File: src/pkg/ain_pkg.sv
// package: register map, field layout and timing for the analog input scaler
package ain_pkg;
	localparam logic [7:0] off_ctrl     = 8'h00;
	localparam logic [7:0] off_min      = 8'h04;
	localparam logic [7:0] off_max      = 8'h08;
	localparam logic [7:0] off_sample   = 8'h0c;
	localparam logic [7:0] off_result   = 8'h10;
	localparam logic [7:0] off_status   = 8'h14;
	localparam logic [7:0] off_dest_val = 8'h18;
	localparam logic [7:0] off_dest_wr  = 8'h1c;
	localparam int ctrl_dest_lsb = 0;
	localparam int ctrl_src_lsb  = 4;
	localparam logic [31:0] ctrl_reset = 32'h0000_0000;
	localparam logic [15:0] min_reset  = 16'h0000;
	localparam logic [15:0] max_reset  = 16'h00ff;
	localparam logic [7:0] cur_offset  = 8'h40;
	localparam int steps_volt = 256;
	localparam int steps_cur  = 192;
	localparam logic [7:0] pot_dead_band = 8'h02;
	localparam int settle_ms = 1000;
	localparam int clk_mhz   = 100;
	localparam int settle_cycles = settle_ms * 1000 * clk_mhz;

	typedef enum logic [2:0] {
		dest_none    = 3'b000,
		dest_target  = 3'b001,
		dest_percent = 3'b010,
		dest_program = 3'b011,
		dest_freqgen = 3'b100,
		dest_main_tach = 3'b101,
		dest_lead_tach = 3'b110
	} dest_t;

	typedef enum logic [1:0] {
		src_pot  = 2'b00,
		src_volt = 2'b01,
		src_cur  = 2'b10
	} src_t;

	typedef struct packed {
		logic        valid;
		logic [15:0] value;
		dest_t       dest;
	} routed_t;
endpackage

File: src/ain_scale.sv
// linear scaler from step index to value between min and max
`timescale 1ns/10ps
`default_nettype none
module ain_scale (
	input  wire logic        pclk,
	input  wire logic        presetn,
	input  wire logic        in_valid,
	input  wire logic [7:0]  step_idx,
	input  wire logic [7:0]  step_last,
	input  wire logic [15:0] min_val,
	input  wire logic [15:0] max_val,
	output logic             out_valid,
	output logic [15:0]      out_val
);
	wire logic [15:0] span;
	wire logic [23:0] prod;
	wire logic [15:0] quot;
	wire logic [7:0]  idx_clip;

	// index clipped to top step
	assign idx_clip = (step_idx > step_last) ? step_last : step_idx;
	assign span = (max_val > min_val) ? max_val - min_val : 16'h0000;
	assign prod = span * idx_clip;
	assign quot = 16'((prod / {16'h0000, step_last}));

	always_ff @(posedge pclk or negedge presetn) begin
		if (!presetn) begin
			out_valid <= 1'b0;
			out_val   <= 16'h0000;
		end else begin
			out_valid <= in_valid;
			if (in_valid)
				out_val <= min_val + quot;
		end
	end
endmodule
`default_nettype wire

File: src/analog_input_scaler_router.sv
// analog input scaler and router with apb register file
`timescale 1ns/10ps
`default_nettype none
module analog_input_scaler_router #(
	parameter int settle_count = ain_pkg::settle_cycles
) (
	input  wire logic        pclk,
	input  wire logic        presetn,
	input  wire logic        psel,
	input  wire logic        penable,
	input  wire logic        pwrite,
	input  wire logic [7:0]  paddr,
	input  wire logic [31:0] pwdata,
	output logic [31:0]      prdata,
	output logic             pready,
	output logic             pslverr,
	input  wire logic        adc_valid,
	input  wire logic [8:0]  adc_code,
	input  wire logic        adc_under,
	input  wire logic        panel_wr,
	input  wire logic [15:0] panel_val,
	output var ain_pkg::routed_t route_out,
	output logic             nv_store
);
	logic [31:0] ctrl_reg;
	logic [15:0] min_reg;
	logic [15:0] max_reg;
	logic [7:0]  sample_reg;
	logic [15:0] result_reg;
	logic [15:0] dest_val_reg;
	logic        have_reg;
	logic [7:0]  pot_ref_reg;
	logic [31:0] settle_reg;
	logic        pend_reg;
	logic [7:0]  pend_idx_reg;
	logic        commit_reg;
	logic [7:0]  commit_idx_reg;
	logic        conv_fault_reg;

	wire ain_pkg::dest_t dest;
	wire ain_pkg::src_t  src;
	wire logic        wr_en;
	wire logic        rd_en;
	wire logic        addr_ok;
	wire logic        serial_wr;
	wire logic [7:0]  clamp_code;
	wire logic [7:0]  cur_shift;
	wire logic [15:0] cur_scaled;
	wire logic [7:0]  step_idx;
	wire logic [7:0]  step_last;
	wire logic        src_ok;
	wire logic [7:0]  pot_diff;
	wire logic        pot_big;
	wire logic        settled;
	wire logic        scale_go;
	wire logic [7:0]  scale_idx;
	wire logic        scale_valid;
	wire logic [15:0] scale_val;
	logic [31:0]      rd_mux;

	assign dest = ain_pkg::dest_t'(ctrl_reg[ain_pkg::ctrl_dest_lsb +: 3]);
	assign src  = ain_pkg::src_t'(ctrl_reg[ain_pkg::ctrl_src_lsb +: 2]);
	assign wr_en = psel && penable && pwrite;
	assign rd_en = psel && !penable && !pwrite;
	assign addr_ok = (paddr == ain_pkg::off_ctrl) || (paddr == ain_pkg::off_min) ||
		(paddr == ain_pkg::off_max) || (paddr == ain_pkg::off_sample) ||
		(paddr == ain_pkg::off_result) || (paddr == ain_pkg::off_status) ||
		(paddr == ain_pkg::off_dest_val) || (paddr == ain_pkg::off_dest_wr);
	// serial write of the routed function value
	assign serial_wr = wr_en && pready && (paddr == ain_pkg::off_dest_wr);

	// clamp below zero and above full scale
	assign clamp_code = adc_under ? 8'h00 : (adc_code[8] ? 8'hff : adc_code[7:0]);
	// subtract fixed offset in current mode
	assign cur_shift = (clamp_code > ain_pkg::cur_offset) ? clamp_code - ain_pkg::cur_offset : 8'h00;
	assign cur_scaled = {8'h00, cur_shift};
	assign step_last = (src == ain_pkg::src_cur) ? 8'(ain_pkg::steps_cur - 1) : 8'(ain_pkg::steps_volt - 1);
	// current index saturates at the 20 mA step
	assign step_idx = (src == ain_pkg::src_cur) ?
		((cur_scaled > {8'h00, step_last}) ? step_last : cur_shift) : clamp_code;
	assign src_ok = (dest != ain_pkg::dest_freqgen) || (src == ain_pkg::src_pot);

	assign pot_diff = (step_idx > pot_ref_reg) ? step_idx - pot_ref_reg : pot_ref_reg - step_idx;
	assign pot_big  = pot_diff >= ain_pkg::pot_dead_band;
	assign settled  = pend_reg && (settle_reg == 32'(settle_count - 1)) && !(adc_valid && step_idx != pend_idx_reg);
	// voltage and current scale every sample, except when the destination is none or the frequency generator
	assign scale_go  = (src == ain_pkg::src_pot) ? commit_reg : (adc_valid && src_ok);
	assign scale_idx = (src == ain_pkg::src_pot) ? commit_idx_reg : step_idx;

	ain_scale u_scale (
		.pclk      (pclk),
		.presetn   (presetn),
		.in_valid  (scale_go && dest != ain_pkg::dest_none),
		.step_idx  (scale_idx),
		.step_last (step_last),
		.min_val   (min_reg),
		.max_val   (max_reg),
		.out_valid (scale_valid),
		.out_val   (scale_val)
	);

	always_comb begin
		case (paddr)
			ain_pkg::off_ctrl:     rd_mux = ctrl_reg;
			ain_pkg::off_min:      rd_mux = {16'h0000, min_reg};
			ain_pkg::off_max:      rd_mux = {16'h0000, max_reg};
			ain_pkg::off_sample:   rd_mux = {24'h000000, sample_reg};
			ain_pkg::off_result:   rd_mux = {16'h0000, result_reg};
			ain_pkg::off_status:   rd_mux = {28'h0000000, conv_fault_reg, pend_reg, have_reg, src_ok};
			ain_pkg::off_dest_val: rd_mux = {16'h0000, dest_val_reg};
			ain_pkg::off_dest_wr:  rd_mux = 32'h0000_0000;
			default:               rd_mux = 32'h0000_0000;
		endcase
	end

	// apb slave: one wait-free access phase
	always_ff @(posedge pclk or negedge presetn) begin
		if (!presetn) begin
			prdata  <= 32'h0000_0000;
			pready  <= 1'b0;
			pslverr <= 1'b0;
		end else begin
			pready  <= psel && !penable;
			pslverr <= psel && !penable && !addr_ok;
			if (rd_en)
				prdata <= rd_mux;
		end
	end

	always_ff @(posedge pclk or negedge presetn) begin
		if (!presetn) begin
			ctrl_reg <= ain_pkg::ctrl_reset;
			min_reg  <= ain_pkg::min_reset;
			max_reg  <= ain_pkg::max_reset;
		end else if (wr_en && pready) begin
			if (paddr == ain_pkg::off_ctrl)
				ctrl_reg <= {26'h0, pwdata[5:0]};
			if (paddr == ain_pkg::off_min)
				min_reg <= pwdata[15:0];
			if (paddr == ain_pkg::off_max)
				max_reg <= pwdata[15:0];
		end
	end

	// nothing held over reset, sample taken fresh
	always_ff @(posedge pclk or negedge presetn) begin
		if (!presetn) begin
			sample_reg     <= 8'h00;
			have_reg       <= 1'b0;
			conv_fault_reg <= 1'b0;
		end else if (adc_valid) begin
			sample_reg     <= step_idx;
			have_reg       <= 1'b1;
			conv_fault_reg <= !src_ok;
		end
	end

	// pot dead band and one second settle
	always_ff @(posedge pclk or negedge presetn) begin
		if (!presetn) begin
			pot_ref_reg    <= 8'h00;
			pend_reg       <= 1'b0;
			pend_idx_reg   <= 8'h00;
			settle_reg     <= 32'h0;
			commit_reg     <= 1'b0;
			commit_idx_reg <= 8'h00;
		end else begin
			commit_reg <= 1'b0;
			if (src != ain_pkg::src_pot) begin
				pend_reg       <= 1'b0;
				settle_reg     <= 32'h0;
			end else if (adc_valid && (!have_reg || pot_big || (pend_reg && step_idx != pend_idx_reg))) begin
				pend_reg       <= 1'b1;
				pend_idx_reg   <= step_idx;
				settle_reg     <= 32'h0;
			end else if (settled) begin
				pend_reg       <= 1'b0;
				settle_reg     <= 32'h0;
				pot_ref_reg    <= pend_idx_reg;
				commit_reg     <= 1'b1;
				commit_idx_reg <= pend_idx_reg;
			end else if (pend_reg) begin
				settle_reg <= settle_reg + 32'h1;
			end
		end
	end

	// single destination output and latest writer wins
	always_ff @(posedge pclk or negedge presetn) begin
		if (!presetn) begin
			route_out    <= '0;
			result_reg   <= 16'h0000;
			dest_val_reg <= 16'h0000;
			nv_store     <= 1'b0;
		end else begin
			route_out.valid <= 1'b0;
			route_out.dest  <= dest;
			nv_store        <= 1'b0;
			// panel or serial write overrides analog value
			if (panel_wr || serial_wr) begin
				dest_val_reg    <= panel_wr ? panel_val : pwdata[15:0];
				route_out.value <= panel_wr ? panel_val : pwdata[15:0];
				route_out.valid <= dest != ain_pkg::dest_none;
			end else if (scale_valid) begin
				result_reg      <= scale_val;
				dest_val_reg    <= scale_val;
				route_out.value <= scale_val;
				route_out.valid <= 1'b1;
				nv_store        <= src == ain_pkg::src_pot;
			end
		end
	end
endmodule
`default_nettype wire

File: config.mk
export PLATFORM = sky130hd
export DESIGN_NAME = analog_input_scaler_router
export DESIGN_NICKNAME = d
export VERILOG_FILES = /design/src/pkg/ain_pkg.sv /design/src/ain_scale.sv /design/src/analog_input_scaler_router.sv
export SDC_FILE = /design/constraint.sdc
export NUM_CORES = 1
export LEC_CHECK = 0
export ABC_AREA = 1
export BUFFER_PORTS_ARGS = -buffer_cell sky130_fd_sc_hd__buf_4
export CAP_MARGIN = 20
export CORE_AREA = 2 2 360 255
export CTS_CLUSTER_DIAMETER = 200
export DETAILED_ROUTE_END_ITERATION = 16
export DIE_AREA = 0 0 362 257
export SLEW_MARGIN = 20
export SYNTH_ARGS = -nofsm -noshare
export SYNTH_HDL_FRONTEND = slang
export SYNTH_SLANG_ARGS = --single-unit
File: constraint.sdc
create_clock -name pclk -period 39.9 [get_ports pclk]
set_input_delay 7.98 -clock pclk [delete_from_list [all_inputs] [get_ports pclk]]
set_output_delay 7.98 -clock pclk [all_outputs]
set_load 0.01 [all_outputs]
==> metrics.log, run 1 <==
[metrics] count of flip-flops with a built-in enable after synthesis: 0
[metrics] CP arrival: approximately 38 ns
[metrics] overall power after layout: between 1.5 and 2 mW
[metrics] run status: complete, no violations
[metrics] vias in the first global route: about 24,000
[metrics] routability congestion estimate from global placement: slightly above 0.9
[metrics] share of the core filled with cells: about 33%
[metrics] number of buffers on the longest clock path: 2
[metrics] pin slew with the least headroom to its limit: 1.18 ns
[metrics] share of synthesized registers carrying an async set or reset: between 90% and 100%
[metrics] wire length of the first global-routing pass: roughly 130 mm
[metrics] TritonCTS clock tree: built
[metrics] number of warnings printed during yosys synthesis: 0
[metrics] largest net degree at the start of global routing: between 100 and 150
[metrics] uppermost layer routed: met5
[metrics] I/O pin count: 128
[metrics] power density over the cells: between 60 and 70 nW/um2
[metrics] Syn-to-layout area delta: 11.0%
[metrics] biggest cell delay along the critical path: between 0.5 and 0.6 ns
[metrics] Crit. End Element: flop
[metrics] final layout net count: ~4,400
[metrics] sequential element share of the synthesized area: between 10% and 20%
[metrics] CTS Buf Count: 17
[metrics] fraction of layout instances using a drive strength above 1: 18.4%
[metrics] initial cell density of the core: approximately 30%
[metrics] root cell of the clock tree: sky130_fd_sc_hd__clkbuf_16
[metrics] Largest register FFs: 32
[metrics] Mapped Cells: approximately 4,000
[metrics] clock period minus worst slack: around 37 ns
[metrics] number of DRC violations after detailed routing: 0
[metrics] Finished Layout Cells: approximately 5,400
[metrics] Highest Clock Rate: between 0.02 and 0.03 GHz
[metrics] count of final hold-check violations: 0
[metrics] Layout Skew: between 0.02 and 0.03 ns
[metrics] worst voltage drop across the vdd grid: between 0.06 and 0.07 mV
[metrics] hold crit path type: reg2reg
[metrics] total vias in the final route: between 20,000 and 30,000
[metrics] drt pass-1 iters: 6
[metrics] Setup Crit Path Kind: in2reg
[metrics] worst slack at placement: just under 0.5 ns
[metrics] initial antenna violation count: 4
[metrics] Via-to-Cell Ratio: roughly 4.8
[metrics] post-synth design cell area: ~27,000 um2
[metrics] CP delay by family, top: simple AND/OR/NAND/NOR gates
[metrics] number of endpoints failing setup at the final stage: 0
[metrics] number of placed cells counting well taps: 5,307
[metrics] Max Fanout on Critical Path: 12
[metrics] WHS: roughly 0.48 ns
[metrics] slack of the critical path: around 2.4 ns
[metrics] insertion delay of the later-clocked pin in the worst-skew pair: between 0.4 and 0.5 ns
[metrics] critical path launch point type: input port
[metrics] hold-fix buffers at CTS: 0
[metrics] cell occurring most often along the worst timing path: sky130_fd_sc_hd__inv_1
[metrics] Final Max Tran Viols: 0
[metrics] detailed placer's ending HPWL: between 60 and 70 mm
[metrics] Die Height: roughly 260 um
[metrics] number of distinct library cell variants in the gate-level netlist after synthesis: 75
[metrics] average routed wire per standard cell: 14.7 um
[metrics] Antenna Diode Count: 0
[metrics] highest-count cells in the layout ignoring fill and taps: 1,036 x sky130_fd_sc_hd__nand2_1, 640 x sky130_fd_sc_hd__inv_1, 403 x sky130_fd_sc_hd__nor2_1
[metrics] floorplan die area: just over 90,000 um2
[metrics] horizontal die dimension: approximately 360 um
[metrics] leakage power: roughly 16 nW
[metrics] number of input and output port buffers inserted: 95
[metrics] Met1 Routed Length: between 40 and 50 mm
[metrics] amount of wire on met2 after detailed routing: 30.8 mm
[metrics] FP Rows: between 90 and 100
[metrics] number of routed nets with antenna violations: 0
[metrics] clock transition at the registers of the reported paths: about 0.080 ns
[metrics] # Max-Cap Violations: 0
[metrics] number of H-tree branching levels: 4
[metrics] gr usage total: between 15 and 20%
[metrics] final worst-path cycle share: 94.0%
[metrics] drt initial violations: 2,321
[metrics] global route total overflow: 0
[metrics] core box area: a little under 90,000 um2
[metrics] critical-path cell with the highest stage delay: sky130_fd_sc_hd__fa_1
[metrics] flops & latches, synth: roughly 190
[metrics] Buffers & Inverters on Critical Path: 35
[metrics] most used flip-flop cell after synthesis: sky130_fd_sc_hd__dfrtp_1
[metrics] clock net sink count: ~190
[metrics] required time worst endpoint: 40.19 ns
[metrics] drt total wl: roughly 80 mm
[metrics] routed length on met3: 4.73 mm
[metrics] synthesized area per cell: 6.61 um2
[metrics] most common cell after layout, fill and taps aside: sky130_fd_sc_hd__nand2_1
[metrics] Max-Slew Margin vs Limit: ~20%
-- worst paths after layout --
path                       slack, ns                   to  depth (start not counted)          from
setup reg to reg                8.47  u_scale.out_val[14]                        205   ctrl_reg[5]
setup / recovery                2.40  u_scale.out_val[14]                        214     adc_under
max in group asynchronous      30.69          min_reg[10]                          2       presetn
min in group asynchronous       7.67        settle_reg[3]                          1       presetn
hold reg to reg                 0.48         route_out[8]                          2  route_out[8]
hold / removal                  0.48         route_out[8]                          2  route_out[8]
-- routing by layer --
layer	vias up	GRT usage [%]
li1	13031	-
met1	11958	27.3
met2	678	23.3
met3	42	2.07
met4	4	2.33
met5	-	0
-- through the flow --
step           area (um2)  TNS, ns
4_1_cts             29400        0
6_report            29700        0
5_1_grt             29700   -0.124
2_1_floorplan       26800        0
3_5_place_dp        28800        0
3_3_place_gp        28800        0
-- final cells by class --
type                    instances  area (um2)
fillers                      9597       59800
multi-input cells            3100       19000
flip-flops and latches        186        4660
inverters                     697        2700
well taps                    1175        1470
repair buffers                167        1280
clock buffers                  20         447
clock inverters                12         128
-- Yosys cell counts (76+ instances only) --
cell type / n / area (um2)
sky130_fd_sc_hd__nand2_1: 1043 / 3920
sky130_fd_sc_hd__nand3_2: 76 / 761
sky130_fd_sc_hd__nor2_1: 405 / 1520
sky130_fd_sc_hd__fa_1: 88 / 1760
sky130_fd_sc_hd__nand3_1: 284 / 1420
sky130_fd_sc_hd__o21ai_0: 180 / 901
sky130_fd_sc_hd__xor2_1: 83 / 727
sky130_fd_sc_hd__nand4_1: 80 / 500
sky130_fd_sc_hd__ha_1: 111 / 1390
sky130_fd_sc_hd__dfrtp_1: 178 / 4450
sky130_fd_sc_hd__inv_1: 643 / 2410
sky130_fd_sc_hd__nand2_2: 151 / 945
sky130_fd_sc_hd__nand2_4: 84 / 946
-- cells by family after synthesis --
group	Yosys count	share of synthesized area (%)
simple gates	2383	46.2
buf+inv	779	12.2
compound gates	396	8.77
fa+ha+maj	199	11.8
flops	186	17.4
xor+xnor	105	3.51
other cells	1	0.0140
mux	1	0.0374
-- power breakdown --
part | switching [mW] | total, mW | internal, mW
Combinational | 1.09 | 1.59 | 0.497
Sequential | 0.00375 | 0.198 | 0.195
Clock | 0.0843 | 0.169 | 0.0849
Total | 1.18 | 1.96 | 0.776
-- worst register-to-register path, delay by kind of cell, from the launching register on --
| family | cells | cell delay, ns |
|---|---|---|
| AO/OA/AOI/OAI | 15 | 2.99 |
| XOR/XNOR | 16 | 3.16 |
| adder cells (fa/ha/maj) | 24 | 8.43 |
| buffers and inverters | 34 | 3.39 |
| flip-flops | 1 | 0.43 |
| AND/OR/NAND/NOR | 116 | 12.87 |
-- repair_timing --
item,in CTS,in global routing
setup buffers,0,18
resized for setup,0,38
endpoints found under the setup margin,0,11
Note: power is estimated with default switching activity, not from simulation.
==> inputs of run 2 (changes only) <==
==> constraint.sdc (replaced) <==
create_clock -name pclk -period 37.6 [get_ports pclk]
set_input_delay 7.52 -clock pclk [delete_from_list [all_inputs] [get_ports pclk]]
set_output_delay 7.52 -clock pclk [all_outputs]
set_load 0.01 [all_outputs]
==> metrics.log, run 2 (synthesized netlist as in run 1, its figures left out) <==
[metrics] horizontal die dimension: about 360 um
[metrics] CTS Buf Count: 17
[metrics] number of routed nets with antenna violations: 0
[metrics] Highest Clock Rate: between 0.02 and 0.03 GHz
[metrics] number of buffers on the longest clock path: 2
[metrics] clock period minus worst slack: roughly 35 ns
[metrics] gr usage total: 16.9%
[metrics] FP Rows: a little over 90
[metrics] hold crit path type: reg2reg
[metrics] Finished Layout Cells: ~5,400
[metrics] Buffers & Inverters on Critical Path: 35
[metrics] run status: complete, no violations
[metrics] number of endpoints failing setup at the final stage: 0
[metrics] total vias in the final route: 25,828
[metrics] count of final hold-check violations: 0
[metrics] global route total overflow: 0
[metrics] critical path launch point type: input port
[metrics] number of placed cells counting well taps: 5,338
[metrics] CP delay by family, top: simple AND/OR/NAND/NOR gates
[metrics] number of DRC violations after detailed routing: 0
[metrics] share of the core filled with cells: 33.8%
[metrics] I/O pin count: between 100 and 150
[metrics] clock net sink count: around 190
[metrics] average routed wire per standard cell: 14.7 um
[metrics] number of input and output port buffers inserted: 95
[metrics] # Max-Cap Violations: 0
[metrics] biggest cell delay along the critical path: between 0.5 and 0.6 ns
[metrics] initial cell density of the core: ~30%
[metrics] most common cell after layout, fill and taps aside: sky130_fd_sc_hd__nand2_1
[metrics] hold-fix buffers at CTS: 0
[metrics] highest-count cells in the layout ignoring fill and taps: 1,034 x sky130_fd_sc_hd__nand2_1, 639 x sky130_fd_sc_hd__inv_1, 390 x sky130_fd_sc_hd__nor2_1
[metrics] drt initial violations: around 2,300
[metrics] insertion delay of the later-clocked pin in the worst-skew pair: ~0.46 ns
[metrics] fraction of layout instances using a drive strength above 1: about a fifth
[metrics] layout filler cell count: roughly 9,600
[metrics] final worst-path cycle share: a little over nine tenths
[metrics] vias in the first global route: ~24,000
[metrics] leakage power: roughly 16 nW
[metrics] final layout net count: about 4,500
[metrics] drt total wl: ~79 mm
[metrics] critical-path cell with the highest stage delay: sky130_fd_sc_hd__fa_1
[metrics] Via-to-Cell Ratio: 4.79
[metrics] number of H-tree branching levels: 4
[metrics] final-layout setup total negative slack: 0 ns
[metrics] root cell of the clock tree: sky130_fd_sc_hd__clkbuf_16
[metrics] initial antenna violation count: 5
[metrics] Setup Crit Path Kind: in2reg
[metrics] Max Fanout on Critical Path: 20
[metrics] pin slew with the least headroom to its limit: approximately 1.1 ns
[metrics] Max-Slew Margin vs Limit: ~25%
[metrics] Largest register FFs: 32
[metrics] Final Max Tran Viols: 0
[metrics] floorplan die area: about 93,000 um2
[metrics] clock transition at the registers of the reported paths: ~0.080 ns
[metrics] cell occurring most often along the worst timing path: sky130_fd_sc_hd__inv_1
[metrics] TritonCTS clock tree: built
[metrics] Layout Skew: ~0.021 ns
[metrics] CP arrival: around 36 ns
[metrics] routability congestion estimate from global placement: ~0.92
[metrics] required time worst endpoint: between 30 and 40 ns
[metrics] wire length of the first global-routing pass: approximately 130 mm
[metrics] Crit. End Element: flop
[metrics] worst voltage drop across the vdd grid: between 0.06 and 0.07 mV
[metrics] overall power after layout: ~2.1 mW
[metrics] power density over the cells: ~70 nW/um2
[metrics] Antenna Diode Count: 0
[metrics] drt pass-1 iters: 6
[metrics] Die Height: roughly 260 um
[metrics] detailed placer's ending HPWL: roughly 66 mm
[metrics] core box area: ~90,000 um2
[metrics] Syn-to-layout area delta: 13.1%
[metrics] largest net degree at the start of global routing: approximately 130
## run 2: cell count changes in the layout (fill, tap and decap cells not counted), moves of 6 or more
cell,change
sky130_fd_sc_hd__ha_1,-9
sky130_fd_sc_hd__nor2_1,-13
sky130_fd_sc_hd__nor2_4,+7
sky130_fd_sc_hd__buf_4,+28
sky130_fd_sc_hd__ha_2,+6
sky130_fd_sc_hd__nor2_2,+6
## run 2: tightest hold or removal path, delay by kind of cell, from the launching register on
kind | cells | cell delay [ns]
flops | 1 | 0.35
simple gates | 2 | 0.11
## run 2: layer usage
layer | GRT usage [%] | vias up | routed length [um] | part of all wire [%]
met5 | 0 | - | 27 | 0.034
met4 | 2.92 | 4 | 1070 | 1.3
met3 | 3.03 | 62 | 5590 | 7.1
met2 | 23.0 | 727 | 30600 | 39
met1 | 27.2 | 11904 | 41900 | 53
li1 | - | 13131 | - | -
## run 2: final timing paths
check | start | to | slack [ns] | cells after the start
setup / recovery | adc_under | u_scale.out_val[14] | 2.28 | 214
hold / removal | route_out[14] | route_out[14] | 0.49 | 2
setup reg to reg | ctrl_reg[5] | u_scale.out_val[14] | 8.04 | 206
hold reg to reg | route_out[14] | route_out[14] | 0.49 | 2
max in group asynchronous | presetn | min_reg[11] | 29.00 | 3
min in group asynchronous | presetn | settle_reg[2] | 6.98 | 1
## run 2: what timing repair did
action                                  4_1_cts  5_1_grt
resized for setup                             0       92
endpoints found under the setup margin        0       15
setup buffers                                 0       17
## run 2: area by class of cell
type	count	area [um2]	area share, %
Clock buffer	18	439	1.45
Tap cell	1175	1470	4.86
Sequential cell	186	4660	15.4
Inverter	697	2700	8.92
Clock inverter	14	199	0.658
Multi-Input combinational cell	3100	19200	63.6
Timing Repair Buffer	198	1560	5.14
## run 2: power breakdown
group / internal, mW / total (mW) / switching, mW
Combinational: 0.535 / 1.70 / 1.17
Clock: 0.0987 / 0.192 / 0.0935
Sequential: 0.206 / 0.210 / 0.00395
## run 2: through the flow
| step | setup WS, ns | hold WS, ns | area (um2) |
|---|---|---|---|
| CTS | 0.401 | 0.491 | 29700 |
| global route | -0.120 | 0.509 | 30300 |
| global placement | 0.490 | 0.464 | 29100 |
| detailed placement | -0.00382 | 0.469 | 29100 |
| floorplan | 0.704 | 0.395 | 26800 |
| finish | 2.28 | 0.486 | 30300 |
